==> config.mk <==
export PLATFORM = sky130hd
export DESIGN_NAME = step_sequencer_top
export DESIGN_NICKNAME = d
export VERILOG_FILES = /design/src/rtl/data_set_mem.v /design/src/rtl/step_condition_eval.v /design/src/rtl/step_sequencer_top.v
export VERILOG_INCLUDE_DIRS = /design/src /design/src/rtl
export SDC_FILE = /design/constraint.sdc
export NUM_CORES = 2
export LEC_CHECK = 0
export BUFFER_PORTS_ARGS = -buffer_cell sky130_fd_sc_hd__buf_2
export CAP_MARGIN = 10
export CORE_MARGIN = 3
export CORE_UTILIZATION = 45
export DETAILED_ROUTE_END_ITERATION = 7
export GPL_TIMING_DRIVEN = 0
export SETUP_SLACK_MARGIN = 0.3
export SYNTH_ARGS = -nofsm -noshare
export SYNTH_HDL_FRONTEND = slang
export SYNTH_SLANG_ARGS = --single-unit
==> constraint.sdc <==
create_clock -name core_clk -period 4.3 [get_ports core_clk]
set_input_delay 0.215 -clock core_clk [delete_from_list [all_inputs] [get_ports core_clk]]
set_output_delay 0.215 -clock core_clk [all_outputs]
set_load 0.01 [all_outputs]
==> src/rtl/step_seq_map.vh <==
// Register map, field codes and timing constants of the data-set step sequencer
`ifndef STEP_SEQ_MAP_VH
`define STEP_SEQ_MAP_VH

// Register byte offsets
`define OFS_CONTROL_MODE 8'h00
`define OFS_STEP_CONFIG 8'h04
`define OFS_VALUE_ONE 8'h08
`define OFS_VALUE_TWO 8'h0C
`define OFS_STARTUP_MANNER 8'h10
`define OFS_SEQ_SETUP 8'h14
`define OFS_TABLE_INDEX 8'h18
`define OFS_TABLE_POS 8'h1C
`define OFS_TABLE_COMMIT 8'h20
`define OFS_STATUS 8'h24

// Reset values
`define RST_CONTROL_MODE 16'h0000
`define RST_STEP_CONFIG 16'h0000
`define RST_VALUE_ONE 16'h0000
`define RST_VALUE_TWO 16'h0000
`define RST_STARTUP_MANNER 16'h0000

// Digit codes
`define MODE_SEQUENCE 4'hC
`define MANNER_SINGLE 4'h0
`define COND_NONE 4'h0
`define COND_DELAY 4'h1
`define COND_EDGE 4'h2
`define COND_LEVEL 4'h3
`define CONJ_NONE 4'h0
`define CONJ_AND 4'h1
`define CONJ_OR 4'h2
`define STYLE_ABORT 4'h0
`define STYLE_STANDARD 4'h1

// Condition values
`define VAL_RISE 16'h0000
`define VAL_FALL 16'h0001
`define VAL_ANY_EDGE 16'h0002
`define VAL_HIGH 16'h0003
`define VAL_LOW 16'h0004

// Data set types
`define SET_INVALID 2'h0
`define SET_ABSOLUTE 2'h1
`define SET_RELATIVE 2'h2

// Highest set index per definition manner (7 by parameter, 31 by communication)
`define LAST_SET_PARAM 5'h07
`define LAST_SET_COMM 5'h1F

// Timing
`define CLK_PERIOD_NS 10
`define MS_NS 1000000
`define MS_CYCLES (`MS_NS / `CLK_PERIOD_NS)

// AXI responses
`define RESP_OKAY 2'h0
`define RESP_SLVERR 2'h2

`endif

==> src/rtl/data_set_mem.v <==
// Data set table: type and target of each of up to 32 sets, registered read
`timescale 1ns/1ps
`default_nettype none
module data_set_mem (
	// Clock
	input wire core_clk,
	// Write port
	input wire we,
	input wire [4:0] waddr,
	input wire [33:0] wdata,
	// Read port
	input wire [4:0] raddr,
	output reg [33:0] rdata_q
);
	reg [33:0] mem [0:31];

	always @(posedge core_clk) begin
		if (we) begin
			mem[waddr] <= wdata;
		end
		rdata_q <= mem[raddr];
	end
endmodule // data_set_mem
`default_nettype wire

==> src/rtl/step_condition_eval.v <==
// One step-change condition: none, millisecond delay, edge or level
`timescale 1ns/1ps
`default_nettype none
`include "step_seq_map.vh"
module step_condition_eval (
	// Clock and reset
	input wire core_clk,
	input wire rst,
	// Control
	input wire arm,
	input wire ms_tick,
	input wire [3:0] ctype,
	input wire [15:0] cval,
	// Step input, synchronised
	input wire step_level,
	input wire step_rise,
	input wire step_fall,
	// Result
	output reg met,
	output reg bad
);
	reg [15:0] ms_q;
	reg rise_seen_q;
	reg fall_seen_q;

	// Edges seen since the last arm; an edge in the arm cycle is kept
	always @(posedge core_clk) begin
		if (rst) begin
			ms_q <= 16'h0000;
			rise_seen_q <= 1'b0;
			fall_seen_q <= 1'b0;
		end else begin
			if (arm) begin
				ms_q <= 16'h0000;
			end else if (ms_tick && ms_q != 16'hFFFF) begin
				ms_q <= ms_q + 16'h0001;
			end
			rise_seen_q <= step_rise | (rise_seen_q & ~arm);
			fall_seen_q <= step_fall | (fall_seen_q & ~arm);
		end
	end

	always @* begin
		met = 1'b0;
		bad = 1'b0;
		case (ctype)
			`COND_NONE: met = 1'b1;
			`COND_DELAY: met = (ms_q >= cval);
			`COND_EDGE: begin
				if (cval == `VAL_RISE) begin
					met = rise_seen_q;
				end else if (cval == `VAL_FALL) begin
					met = fall_seen_q;
				end else if (cval == `VAL_ANY_EDGE) begin
					met = rise_seen_q | fall_seen_q;
				end else begin
					bad = 1'b1;
				end
			end
			`COND_LEVEL: begin
				if (cval == `VAL_HIGH) begin
					met = step_level;
				end else if (cval == `VAL_LOW) begin
					met = ~step_level;
				end else begin
					bad = 1'b1;
				end
			end
			default: bad = 1'b1;
		endcase
	end
endmodule // step_condition_eval
`default_nettype wire

==> src/rtl/step_sequencer_top.v <==
// Data-set sequence engine with AXI4-Lite registers and step-change conditions
//
// The AXI4-Lite slave port and the register offsets were decided locally.
`timescale 1ns/1ps
`default_nettype none
`include "step_seq_map.vh"
// Function
// Up to 8 or 32 data sets
// Each set moves absolute or relative
// Active only in sequence control mode
// Lowest manner digit 0 selects single manner
// Condition type 0 steps at once
// Type 1 waits value-one milliseconds
// Edge values: rise, fall, either, invalid
// Level values: high, low, invalid
// Second type: none, edge or level; the code also accepts type 1 as a millisecond delay on value two
// Value one ignored when type none
// Value two decoded like value one
// Conjunction digit: none, AND, OR
// Start input enables motion, drop stops
// Standard waits in-position; aborting interrupts
// Controller supplies the step input
// Synchronise step input; delay from in-position; aborting style counts the delay from the move start instead
module step_sequencer_top #(
	parameter MS_CYCLES = `MS_CYCLES
) (
	// Clock and reset
	input wire core_clk,
	input wire rst,
	// AXI4-Lite write address
	input wire s_axi_awvalid,
	output reg s_axi_awready,
	input wire [7:0] s_axi_awaddr,
	// AXI4-Lite write data
	input wire s_axi_wvalid,
	output reg s_axi_wready,
	input wire [31:0] s_axi_wdata,
	input wire [3:0] s_axi_wstrb,
	// AXI4-Lite write response
	output reg s_axi_bvalid,
	input wire s_axi_bready,
	output reg [1:0] s_axi_bresp,
	// AXI4-Lite read address
	input wire s_axi_arvalid,
	output reg s_axi_arready,
	input wire [7:0] s_axi_araddr,
	// AXI4-Lite read data
	output reg s_axi_rvalid,
	input wire s_axi_rready,
	output reg [31:0] s_axi_rdata,
	output reg [1:0] s_axi_rresp,
	// Controller pins
	input wire start_pin,
	input wire step_pin,
	// Motion core
	input wire move_in_position,
	output reg move_start_q,
	output reg move_abort_q,
	output reg move_absolute_q,
	output reg [31:0] move_target_q,
	output reg [4:0] move_set_q,
	output reg motion_enable_q
);
	localparam [2:0] S_IDLE = 3'h0;
	localparam [2:0] S_FETCH = 3'h1;
	localparam [2:0] S_ISSUE = 3'h2;
	localparam [2:0] S_MOVE = 3'h3;
	localparam [2:0] S_WAIT = 3'h4;
	localparam [31:0] MS_LAST_FULL = MS_CYCLES - 1;
	// Millisecond divider is 17 bits wide, so the terminal count is cut to fit
	localparam [16:0] MS_LAST = MS_LAST_FULL[16:0];

	function [31:0] merge_strb;
		input [31:0] old;
		input [31:0] new_data;
		input [3:0] strb;
		integer i;
		begin
			merge_strb = old;
			for (i = 0; i < 4; i = i + 1) begin
				if (strb[i]) begin
					merge_strb[i*8 +: 8] = new_data[i*8 +: 8];
				end
			end
		end
	endfunction

	function mapped;
		input [7:0] a;
		begin
			mapped = (a == `OFS_CONTROL_MODE) || (a == `OFS_STEP_CONFIG) ||
				(a == `OFS_VALUE_ONE) || (a == `OFS_VALUE_TWO) ||
				(a == `OFS_STARTUP_MANNER) || (a == `OFS_SEQ_SETUP) ||
				(a == `OFS_TABLE_INDEX) || (a == `OFS_TABLE_POS) ||
				(a == `OFS_TABLE_COMMIT) || (a == `OFS_STATUS);
		end
	endfunction

	////////////////////////////////////////////////////////////////////////////////
	// Registers
	reg [15:0] control_mode_select_q;
	reg [15:0] step_condition_config_q;
	reg [15:0] step_condition_value_one_q;
	reg [15:0] step_condition_value_two_q;
	reg [15:0] set_startup_manner_q;
	reg comm_manner_q;
	reg [4:0] last_set_q;
	reg [4:0] table_index_q;
	reg [31:0] table_pos_q;
	reg [7:0] aw_addr_q;
	reg [31:0] w_data_q;
	reg [3:0] w_strb_q;
	reg [7:0] ar_addr_q;
	reg [31:0] old_word;
	reg [31:0] read_word;
	wire [31:0] merged = merge_strb(old_word, w_data_q, w_strb_q);
	wire do_write = ~s_axi_awready & ~s_axi_wready & ~s_axi_bvalid;
	wire table_we = do_write && aw_addr_q == `OFS_TABLE_COMMIT && w_strb_q[0];

	reg [2:0] state_q;
	reg [4:0] set_q;
	reg cond_bad_q;
	reg done_q;
	wire seq_mode = control_mode_select_q[7:4] == `MODE_SEQUENCE;

	always @* begin
		old_word = 32'h0000_0000;
		if (aw_addr_q == `OFS_CONTROL_MODE) begin
			old_word = {16'h0000, control_mode_select_q};
		end else if (aw_addr_q == `OFS_STEP_CONFIG) begin
			old_word = {16'h0000, step_condition_config_q};
		end else if (aw_addr_q == `OFS_VALUE_ONE) begin
			old_word = {16'h0000, step_condition_value_one_q};
		end else if (aw_addr_q == `OFS_VALUE_TWO) begin
			old_word = {16'h0000, step_condition_value_two_q};
		end else if (aw_addr_q == `OFS_STARTUP_MANNER) begin
			old_word = {16'h0000, set_startup_manner_q};
		end else if (aw_addr_q == `OFS_SEQ_SETUP) begin
			old_word = {19'h0_0000, last_set_q, 7'h00, comm_manner_q};
		end else if (aw_addr_q == `OFS_TABLE_INDEX) begin
			old_word = {27'h000_0000, table_index_q};
		end else if (aw_addr_q == `OFS_TABLE_POS) begin
			old_word = table_pos_q;
		end
	end

	always @* begin
		read_word = 32'h0000_0000;
		if (ar_addr_q == `OFS_CONTROL_MODE) begin
			read_word = {16'h0000, control_mode_select_q};
		end else if (ar_addr_q == `OFS_STEP_CONFIG) begin
			read_word = {16'h0000, step_condition_config_q};
		end else if (ar_addr_q == `OFS_VALUE_ONE) begin
			read_word = {16'h0000, step_condition_value_one_q};
		end else if (ar_addr_q == `OFS_VALUE_TWO) begin
			read_word = {16'h0000, step_condition_value_two_q};
		end else if (ar_addr_q == `OFS_STARTUP_MANNER) begin
			read_word = {16'h0000, set_startup_manner_q};
		end else if (ar_addr_q == `OFS_SEQ_SETUP) begin
			read_word = {19'h0_0000, last_set_q, 7'h00, comm_manner_q};
		end else if (ar_addr_q == `OFS_TABLE_INDEX) begin
			read_word = {27'h000_0000, table_index_q};
		end else if (ar_addr_q == `OFS_TABLE_POS) begin
			read_word = table_pos_q;
		end else if (ar_addr_q == `OFS_STATUS) begin
			read_word = {19'h0_0000, set_q, 1'b0, state_q, done_q, cond_bad_q,
				(state_q != S_IDLE), seq_mode};
		end
	end

	// Write address and data taken in either order, answered once both are held
	always @(posedge core_clk) begin
		if (rst) begin
			s_axi_awready <= 1'b1;
			s_axi_wready <= 1'b1;
			s_axi_bvalid <= 1'b0;
			s_axi_bresp <= `RESP_OKAY;
			aw_addr_q <= 8'h00;
			w_data_q <= 32'h0000_0000;
			w_strb_q <= 4'h0;
			control_mode_select_q <= `RST_CONTROL_MODE;
			step_condition_config_q <= `RST_STEP_CONFIG;
			step_condition_value_one_q <= `RST_VALUE_ONE;
			step_condition_value_two_q <= `RST_VALUE_TWO;
			set_startup_manner_q <= `RST_STARTUP_MANNER;
			comm_manner_q <= 1'b0;
			last_set_q <= 5'h00;
			table_index_q <= 5'h00;
			table_pos_q <= 32'h0000_0000;
		end else begin
			if (s_axi_awvalid && s_axi_awready) begin
				aw_addr_q <= s_axi_awaddr;
				s_axi_awready <= 1'b0;
			end
			if (s_axi_wvalid && s_axi_wready) begin
				w_data_q <= s_axi_wdata;
				w_strb_q <= s_axi_wstrb;
				s_axi_wready <= 1'b0;
			end
			if (do_write) begin
				s_axi_bvalid <= 1'b1;
				s_axi_bresp <= mapped(aw_addr_q) && aw_addr_q != `OFS_STATUS ?
					`RESP_OKAY : `RESP_SLVERR;
				if (aw_addr_q == `OFS_CONTROL_MODE) begin
					control_mode_select_q <= merged[15:0];
				end else if (aw_addr_q == `OFS_STEP_CONFIG) begin
					step_condition_config_q <= merged[15:0];
				end else if (aw_addr_q == `OFS_VALUE_ONE) begin
					step_condition_value_one_q <= merged[15:0];
				end else if (aw_addr_q == `OFS_VALUE_TWO) begin
					step_condition_value_two_q <= merged[15:0];
				end else if (aw_addr_q == `OFS_STARTUP_MANNER) begin
					set_startup_manner_q <= merged[15:0];
				end else if (aw_addr_q == `OFS_SEQ_SETUP) begin
					comm_manner_q <= merged[0];
					last_set_q <= merged[12:8];
				end else if (aw_addr_q == `OFS_TABLE_INDEX) begin
					table_index_q <= merged[4:0];
				end else if (aw_addr_q == `OFS_TABLE_POS) begin
					table_pos_q <= merged;
				end
			end
			if (s_axi_bvalid && s_axi_bready) begin
				s_axi_bvalid <= 1'b0;
				s_axi_awready <= 1'b1;
				s_axi_wready <= 1'b1;
			end
		end
	end

	always @(posedge core_clk) begin
		if (rst) begin
			s_axi_arready <= 1'b1;
			s_axi_rvalid <= 1'b0;
			s_axi_rdata <= 32'h0000_0000;
			s_axi_rresp <= `RESP_OKAY;
			ar_addr_q <= 8'h00;
		end else begin
			if (s_axi_arvalid && s_axi_arready) begin
				ar_addr_q <= s_axi_araddr;
				s_axi_arready <= 1'b0;
			end
			if (!s_axi_arready && !s_axi_rvalid) begin
				s_axi_rvalid <= 1'b1;
				s_axi_rdata <= read_word;
				s_axi_rresp <= mapped(ar_addr_q) ? `RESP_OKAY : `RESP_SLVERR;
			end
			if (s_axi_rvalid && s_axi_rready) begin
				s_axi_rvalid <= 1'b0;
				s_axi_arready <= 1'b1;
			end
		end
	end

	////////////////////////////////////////////////////////////////////////////////
	// Pin synchronisers: a level counts once stages two and three agree
	reg [2:0] start_sync_q;
	reg [2:0] step_sync_q;
	reg start_q;
	reg step_q;
	reg start_prev_q;
	reg step_prev_q;

	always @(posedge core_clk) begin
		if (rst) begin
			start_sync_q <= 3'h0;
			step_sync_q <= 3'h0;
			start_q <= 1'b0;
			step_q <= 1'b0;
			start_prev_q <= 1'b0;
			step_prev_q <= 1'b0;
		end else begin
			start_sync_q <= {start_sync_q[1:0], start_pin};
			step_sync_q <= {step_sync_q[1:0], step_pin};
			if (start_sync_q[1] == start_sync_q[2]) begin
				start_q <= start_sync_q[2];
			end
			if (step_sync_q[1] == step_sync_q[2]) begin
				step_q <= step_sync_q[2];
			end
			start_prev_q <= start_q;
			step_prev_q <= step_q;
		end
	end

	wire step_rise = step_q & ~step_prev_q;
	wire step_fall = ~step_q & step_prev_q;
	wire start_rise = start_q & ~start_prev_q;

	////////////////////////////////////////////////////////////////////////////////
	// Millisecond tick, restarted on arm so a delay counts whole milliseconds
	reg arm_q;
	reg [16:0] ms_cnt_q;
	reg ms_tick_q;

	always @(posedge core_clk) begin
		if (rst || arm_q) begin
			ms_cnt_q <= 17'h0_0000;
			ms_tick_q <= 1'b0;
		end else if (ms_cnt_q == MS_LAST) begin
			ms_cnt_q <= 17'h0_0000;
			ms_tick_q <= 1'b1;
		end else begin
			ms_cnt_q <= ms_cnt_q + 17'h0_0001;
			ms_tick_q <= 1'b0;
		end
	end

	////////////////////////////////////////////////////////////////////////////////
	// Conditions
	wire [3:0] type_one = step_condition_config_q[3:0];
	wire [3:0] type_two = step_condition_config_q[7:4];
	wire [3:0] conj = step_condition_config_q[11:8];
	wire standard = step_condition_config_q[15:12] == `STYLE_STANDARD;
	wire met_one;
	wire bad_one;
	wire met_two;
	wire bad_two;

	step_condition_eval cond_one (
		.core_clk(core_clk),
		.rst(rst),
		.arm(arm_q),
		.ms_tick(ms_tick_q),
		.ctype(type_one),
		.cval(step_condition_value_one_q),
		.step_level(step_q),
		.step_rise(step_rise),
		.step_fall(step_fall),
		.met(met_one),
		.bad(bad_one)
	);

	step_condition_eval cond_two (
		.core_clk(core_clk),
		.rst(rst),
		.arm(arm_q),
		.ms_tick(ms_tick_q),
		.ctype(type_two),
		.cval(step_condition_value_two_q),
		.step_level(step_q),
		.step_rise(step_rise),
		.step_fall(step_fall),
		.met(met_two),
		.bad(bad_two)
	);

	reg combined;
	reg cond_bad;

	always @* begin
		combined = 1'b0;
		cond_bad = 1'b0;
		if (type_one == `COND_NONE) begin
			combined = 1'b1;
		end else if (conj == `CONJ_NONE) begin
			combined = met_one;
			cond_bad = bad_one;
		end else if (conj == `CONJ_AND) begin
			combined = met_one & met_two;
			cond_bad = bad_one | bad_two;
		end else if (conj == `CONJ_OR) begin
			combined = met_one | met_two;
			cond_bad = bad_one | bad_two;
		end else begin
			cond_bad = 1'b1;
		end
	end

	// Invalid settings hold the sequence rather than step on garbage
	wire step_ok = combined & ~cond_bad & ~arm_q;

	////////////////////////////////////////////////////////////////////////////////
	// Sequencer
	wire single = set_startup_manner_q[3:0] == `MANNER_SINGLE;
	wire run_ok = seq_mode & single & start_q;
	wire [4:0] last_set = comm_manner_q ? last_set_q :
		(last_set_q > `LAST_SET_PARAM ? `LAST_SET_PARAM : last_set_q);
	wire [33:0] set_word;

	data_set_mem table_mem (
		.core_clk(core_clk),
		.we(table_we),
		.waddr(table_index_q),
		.wdata({w_data_q[1:0], table_pos_q}),
		.raddr(set_q),
		.rdata_q(set_word)
	);

	always @(posedge core_clk) begin
		if (rst) begin
			state_q <= S_IDLE;
			set_q <= 5'h00;
			arm_q <= 1'b0;
			cond_bad_q <= 1'b0;
			done_q <= 1'b0;
			move_start_q <= 1'b0;
			move_abort_q <= 1'b0;
			move_absolute_q <= 1'b0;
			move_target_q <= 32'h0000_0000;
			move_set_q <= 5'h00;
			motion_enable_q <= 1'b0;
		end else begin
			arm_q <= 1'b0;
			move_start_q <= 1'b0;
			move_abort_q <= 1'b0;
			motion_enable_q <= run_ok;
			cond_bad_q <= cond_bad;
			if (!run_ok) begin
				state_q <= S_IDLE;
			end else begin
				case (state_q)
					S_IDLE: begin
						// A fresh OFF to ON edge is needed to rerun
						if (start_rise) begin
							set_q <= 5'h00;
							done_q <= 1'b0;
							state_q <= S_FETCH;
						end
					end
					S_FETCH: state_q <= S_ISSUE;
					S_ISSUE: begin
						if (set_word[33:32] == `SET_INVALID) begin
							done_q <= 1'b1;
							state_q <= S_IDLE;
						end else begin
							move_start_q <= 1'b1;
							move_absolute_q <= set_word[33:32] == `SET_ABSOLUTE;
							move_target_q <= set_word[31:0];
							move_set_q <= set_q;
							arm_q <= ~standard;
							state_q <= S_MOVE;
						end
					end
					S_MOVE: begin
						if (standard) begin
							if (move_in_position) begin
								arm_q <= 1'b1;
								state_q <= S_WAIT;
							end
						end else if (step_ok) begin
							move_abort_q <= ~move_in_position;
							if (set_q == last_set) begin
								done_q <= 1'b1;
								state_q <= S_IDLE;
							end else begin
								set_q <= set_q + 5'h01;
								state_q <= S_FETCH;
							end
						end
					end
					S_WAIT: begin
						if (step_ok) begin
							if (set_q == last_set) begin
								done_q <= 1'b1;
								state_q <= S_IDLE;
							end else begin
								set_q <= set_q + 5'h01;
								state_q <= S_FETCH;
							end
						end
					end
					default: state_q <= S_IDLE;
				endcase
			end
		end
	end
endmodule // step_sequencer_top
`default_nettype wire

==> impl_metrics.csv <==
group,metric,value,unit
timing,hold_viol_final,0,
worst_setup_path,reg2regPathDepth,6,
worst_setup_path,worst_path_max_delay_cell,"clkdlybuf4s15_1",
worst_setup_path,worstPathCellList,"clkbuf_1 > clkbuf_1 > clkdlybuf4s15_1 > mux4_2 > mux4_2 > mux2_2",
detailed_routing,drt-total-wl,169000,µm
timing,layout_min_cycle_time,3990,ps
global_route,grt_use_total,0.258,
outcome,status,"completed",
power_and_ir_drop,p_sw,0.00596,W
detailed_routing,highest_layer,"met4",
job,drv_cap,0,
cells_and_area,syn2layout_area_growth,18.4,%
detailed_routing,wl_met3,11900,µm
cells_and_area,instances_no_fill,5819,
placed_design,dpl.hpwl,115000,µm
logic_synthesis,synth_cell_types,76,
timing,fmaxAchievable,0.251,GHz
clocking,clockBufferDepth,3,
worst_setup_path,slowest_delay,990,ps
worst_setup_path,r2r_end,"table_mem.rdata_q[32]",
cells_and_area,final_cell_area,67700,µm²
timing,slew_violations,0,
detailed_routing,ant_nets,0,
worst_setup_path,crit_type,"reg -> reg",
power_and_ir_drop,p_sw_frac,0.211,
global_route,grt_max_degree,37,
logic_synthesis,synth_edf_count,1088,
timing,timing.final.crit_share,0.927,
logic_synthesis,yosysMostFrequentCell,"edfxtp_1",
worst_setup_path,worstPathMaxFanout,10,
power_and_ir_drop,ir_drop,0.389,mV
detailed_routing,drt-met1-wl,68800,µm
floorplanning,initial_core_util,0.454,
power_and_ir_drop,p_seq_frac,0.529,
worst_setup_path,cp_num_buf_inv,3,
timing,grt_setup_unrepaired,"yes",
floorplanning,coreArea,126000,µm²
worst_setup_path,r2r_start,"set_q[1]",
worst_setup_path,cp.required,4940,ps
hold_path,whs_path_depth,4,
hold_path,hold_path_startpoint,"s_axi_arvalid",
worst_setup_path,arrival,4630,ps
floorplanning,die_area,131000,µm²
logic_synthesis,synth_common_cells,"edfxtp_1, nand2_1, dfxtp_1",
logic_synthesis,yosysTopAreaCell,"edfxtp_1",
clocking,cts_htree_levels,4,
placed_design,numPortBuffers,139,
floorplanning,io_pins,144,
power_and_ir_drop,clock_power_share,0.445,
floorplanning,rows,130,
timing,finClkSkew,32.3,ps
hold_path,hold_class,"in -> reg",
logic_synthesis,synthArstFlopShare,0,
logic_synthesis,yosysSeqAreaShare,0.699,
placed_design,placed_area,61400,µm²
power_and_ir_drop,leakage,21.7,nW
detailed_routing,drc_errors,0,
worst_setup_path,reg2reg_setup_slack,310,ps
power_and_ir_drop,power.density,418,nW/µm²
cells_and_area,drive_gt1_frac,0.222,
hold_path,holdPathEnd,"ar_addr_q[3]",
clocking,clock_sinks,1452,
worst_setup_path,critPathLaunchType,"flip-flop",
timing,slew_headroom,0.0878,
logic_synthesis,ys_top_cells_by_area,"edfxtp_1, mux4_2, dfxtp_1",
detailed_routing,routed_via_density,5.93,
global_route,antenna_found_initial,3,
clocking,cts_buffers,150,
logic_synthesis,netlist_instances,3576,
detailed_routing,first_iter_violations,4190,
logic_synthesis,synth_flop_cell,"edfxtp_1",
timing,setup_viol,0,
global_route,grt_pass1_vias,34100,
logic_synthesis,synth.avg_cell_area,16.0,µm²
worst_setup_path,cpLargestDelayFamily,"buffers and inverters",
clocking,clkLatencyLatePin,770,ps
logic_synthesis,synth_warnings,0,
worst_setup_path,cp-end-kind,"flip-flop",
floorplanning,die_h,362,µm
timing,worst_slew_pin_slew,1370,ps
floorplanning,die_x,362,µm
cells_and_area,nets,4142,
placed_design,gp_congestion,0.968,
global_route,grt_pass1_wl,243000,µm
cells_and_area,num_antenna_cells,0,
detailed_routing,first_pass_iters,6,
clocking,clock-root-buffer,"clkbuf_16",
logic_synthesis,synth_top_area_share,0.572,
detailed_routing,wl_per_cell,29.1,µm
clocking,clk_pin_slew,70,ps
global_route,overflow,0,
power_and_ir_drop,power_frac_comb,0.026,
placed_design,post-place-cells,5425,
clocking,tritoncts,"done",
logic_synthesis,synth_area,57100,µm²
power_and_ir_drop,power.internal,0.0223,W
logic_synthesis,synth_seq_cells,1452,
detailed_routing,dr_wl_met2,81300,µm
detailed_routing,vias,34500,
-- timing repair --
action | 4_1_cts | 5_1_grt
pin swaps | 3 | 12
hold buffers | 78 | 0
setup buffers | 2 | 23
resized for setup | 20 | 20
hold endpoints to repair | 68 | 0
cloned | 0 | 0
endpoints found under the setup margin | 967 | 228
-- cell type report --
type,count,area (µm²)
plain buffers,206,895
clock buffers,223,4310
clock inverters,54,427
fillers,10100,58200
inverters,53,199
multi-input cells,1866,16400
flip-flops and latches,1452,40000
well taps,1650,2060
repair buffers,315,3380
-- power by group through the flow --
stage | logic [W] | registers [W] | clock network (W)
detailed placement | 0.000636 | 0.0153 | 0
global route | 0.000774 | 0.0150 | 0.0133
finish | 0.000739 | 0.0150 | 0.0126
floorplan | 0.000337 | 0.0153 | 0
CTS | 0.000698 | 0.0150 | 0.0128
global placement | 0.000634 | 0.0153 | 0
-- cells by family (layout without fill, tap and decap cells) --
logic type / after synthesis / after routing / synth area share
flip-flops: 1452 / 1452 / 0.699
AND/OR/NAND/NOR: 885 / 885 / 0.0683
AO/OA/AOI/OAI: 498 / 498 / 0.0543
multiplexers: 403 / 403 / 0.146
buffers and inverters: 259 / 851 / 0.0177
XOR/XNOR: 42 / 42 / 0.00644
adder cells (fa/ha/maj): 36 / 36 / 0.00788
other: 1 / 2 / 0.0000656
-- worst reg2reg max path: cells and delay by family (launching register included) --
| family | cells | cell delay (ps) |
|---|---|---|
| muxes | 3 | 1270 |
| buffers and inverters | 3 | 2260 |
| DFF | 1 | 330 |
-- worst max path at each step --
stage	startpoint	endpoint	slack, ps	cells past startpoint
after floorplan	aw_addr_q[3]	table_mem.mem[24][0]	710	6
after global placement	s_axi_bvalid	table_mem.mem[1][14]	-3090	5
after detailed placement	set_q[0]	table_mem.rdata_q[20]	-50	6
after CTS	set_q[0]	table_mem.rdata_q[1]	310	6
after global routing	set_q[1]	table_mem.rdata_q[32]	300	6
final	set_q[1]	table_mem.rdata_q[32]	310	6
-- cell usage in the layout, fill, tap and decap left out, types with 13 or more instances in the layout --
master and n:
nor2b_1 17, edfxtp_1 1088, inv_1 53, nor2_4 32, ha_1 36, a21oi_1 239
nor2_1 185, mux2_2 45, a22oi_1 14, buf_12 46, xnor2_1 13, o21ai_0 61
buf_16 27, clkinv_2 18, and3_1 13, buf_2 150, buf_1 31, dfxtp_1 361
or3_1 16, clkbuf_8 20, a221oi_1 19, mux2i_1 18, nor3_1 34, mux4_2 340
nand2_1 398, clkbuf_1 188, dlygate4sd3_1 78, a211oi_1 74, nand3_1 93, xor2_1 29
clkinv_1 19, clkbuf_16 154, buf_4 19, nand2b_1 24
-- stage by stage --
stage | total power (W) | hold slack, ps | TNS [ps] | util | setup WS, ps
3_3_place_gp | 0.0159 | 427 | -3017750 | 0.476 | -3090
5_1_grt | 0.0291 | 242 | 0 | 0.538 | 296
2_1_floorplan | 0.0156 | 292 | 0 | - | 715
3_5_place_dp | 0.0159 | 432 | -1300 | 0.488 | -49.2
6_report | 0.0283 | 187 | 0 | 0.538 | 314
4_1_cts | 0.0285 | 146 | 0 | 0.533 | 315
-- metal layers --
metal | GRT usage | vias up
met2 | 0.419 | 1579
met1 | 0.350 | 17700
li1 | - | 14900
met5 | 0 | -
met3 | 0.0390 | 359
met4 | 0.105 | 0
-- flip-flops by register name, summed over array words and instances (netlist names), 4 cells and up --
signal / count
table_pos_q: 32
move_set_q: 5
cond_one.ms_q: 16
control_mode_select_q: 16
ar_addr_q: 8
s_axi_rdata: 32
cond_two.ms_q: 16
last_set_q: 5
w_data_q: 32
table_index_q: 5
step_condition_config_q: 16
aw_addr_q: 8
step_condition_value_two_q: 16
w_strb_q: 4
set_q: 5
set_startup_manner_q: 16
table_mem.mem: 1088
step_condition_value_one_q: 16
ms_cnt_q: 17
move_target_q: 32
table_mem.rdata_q: 34
Power figures use the tool's default switching activity.
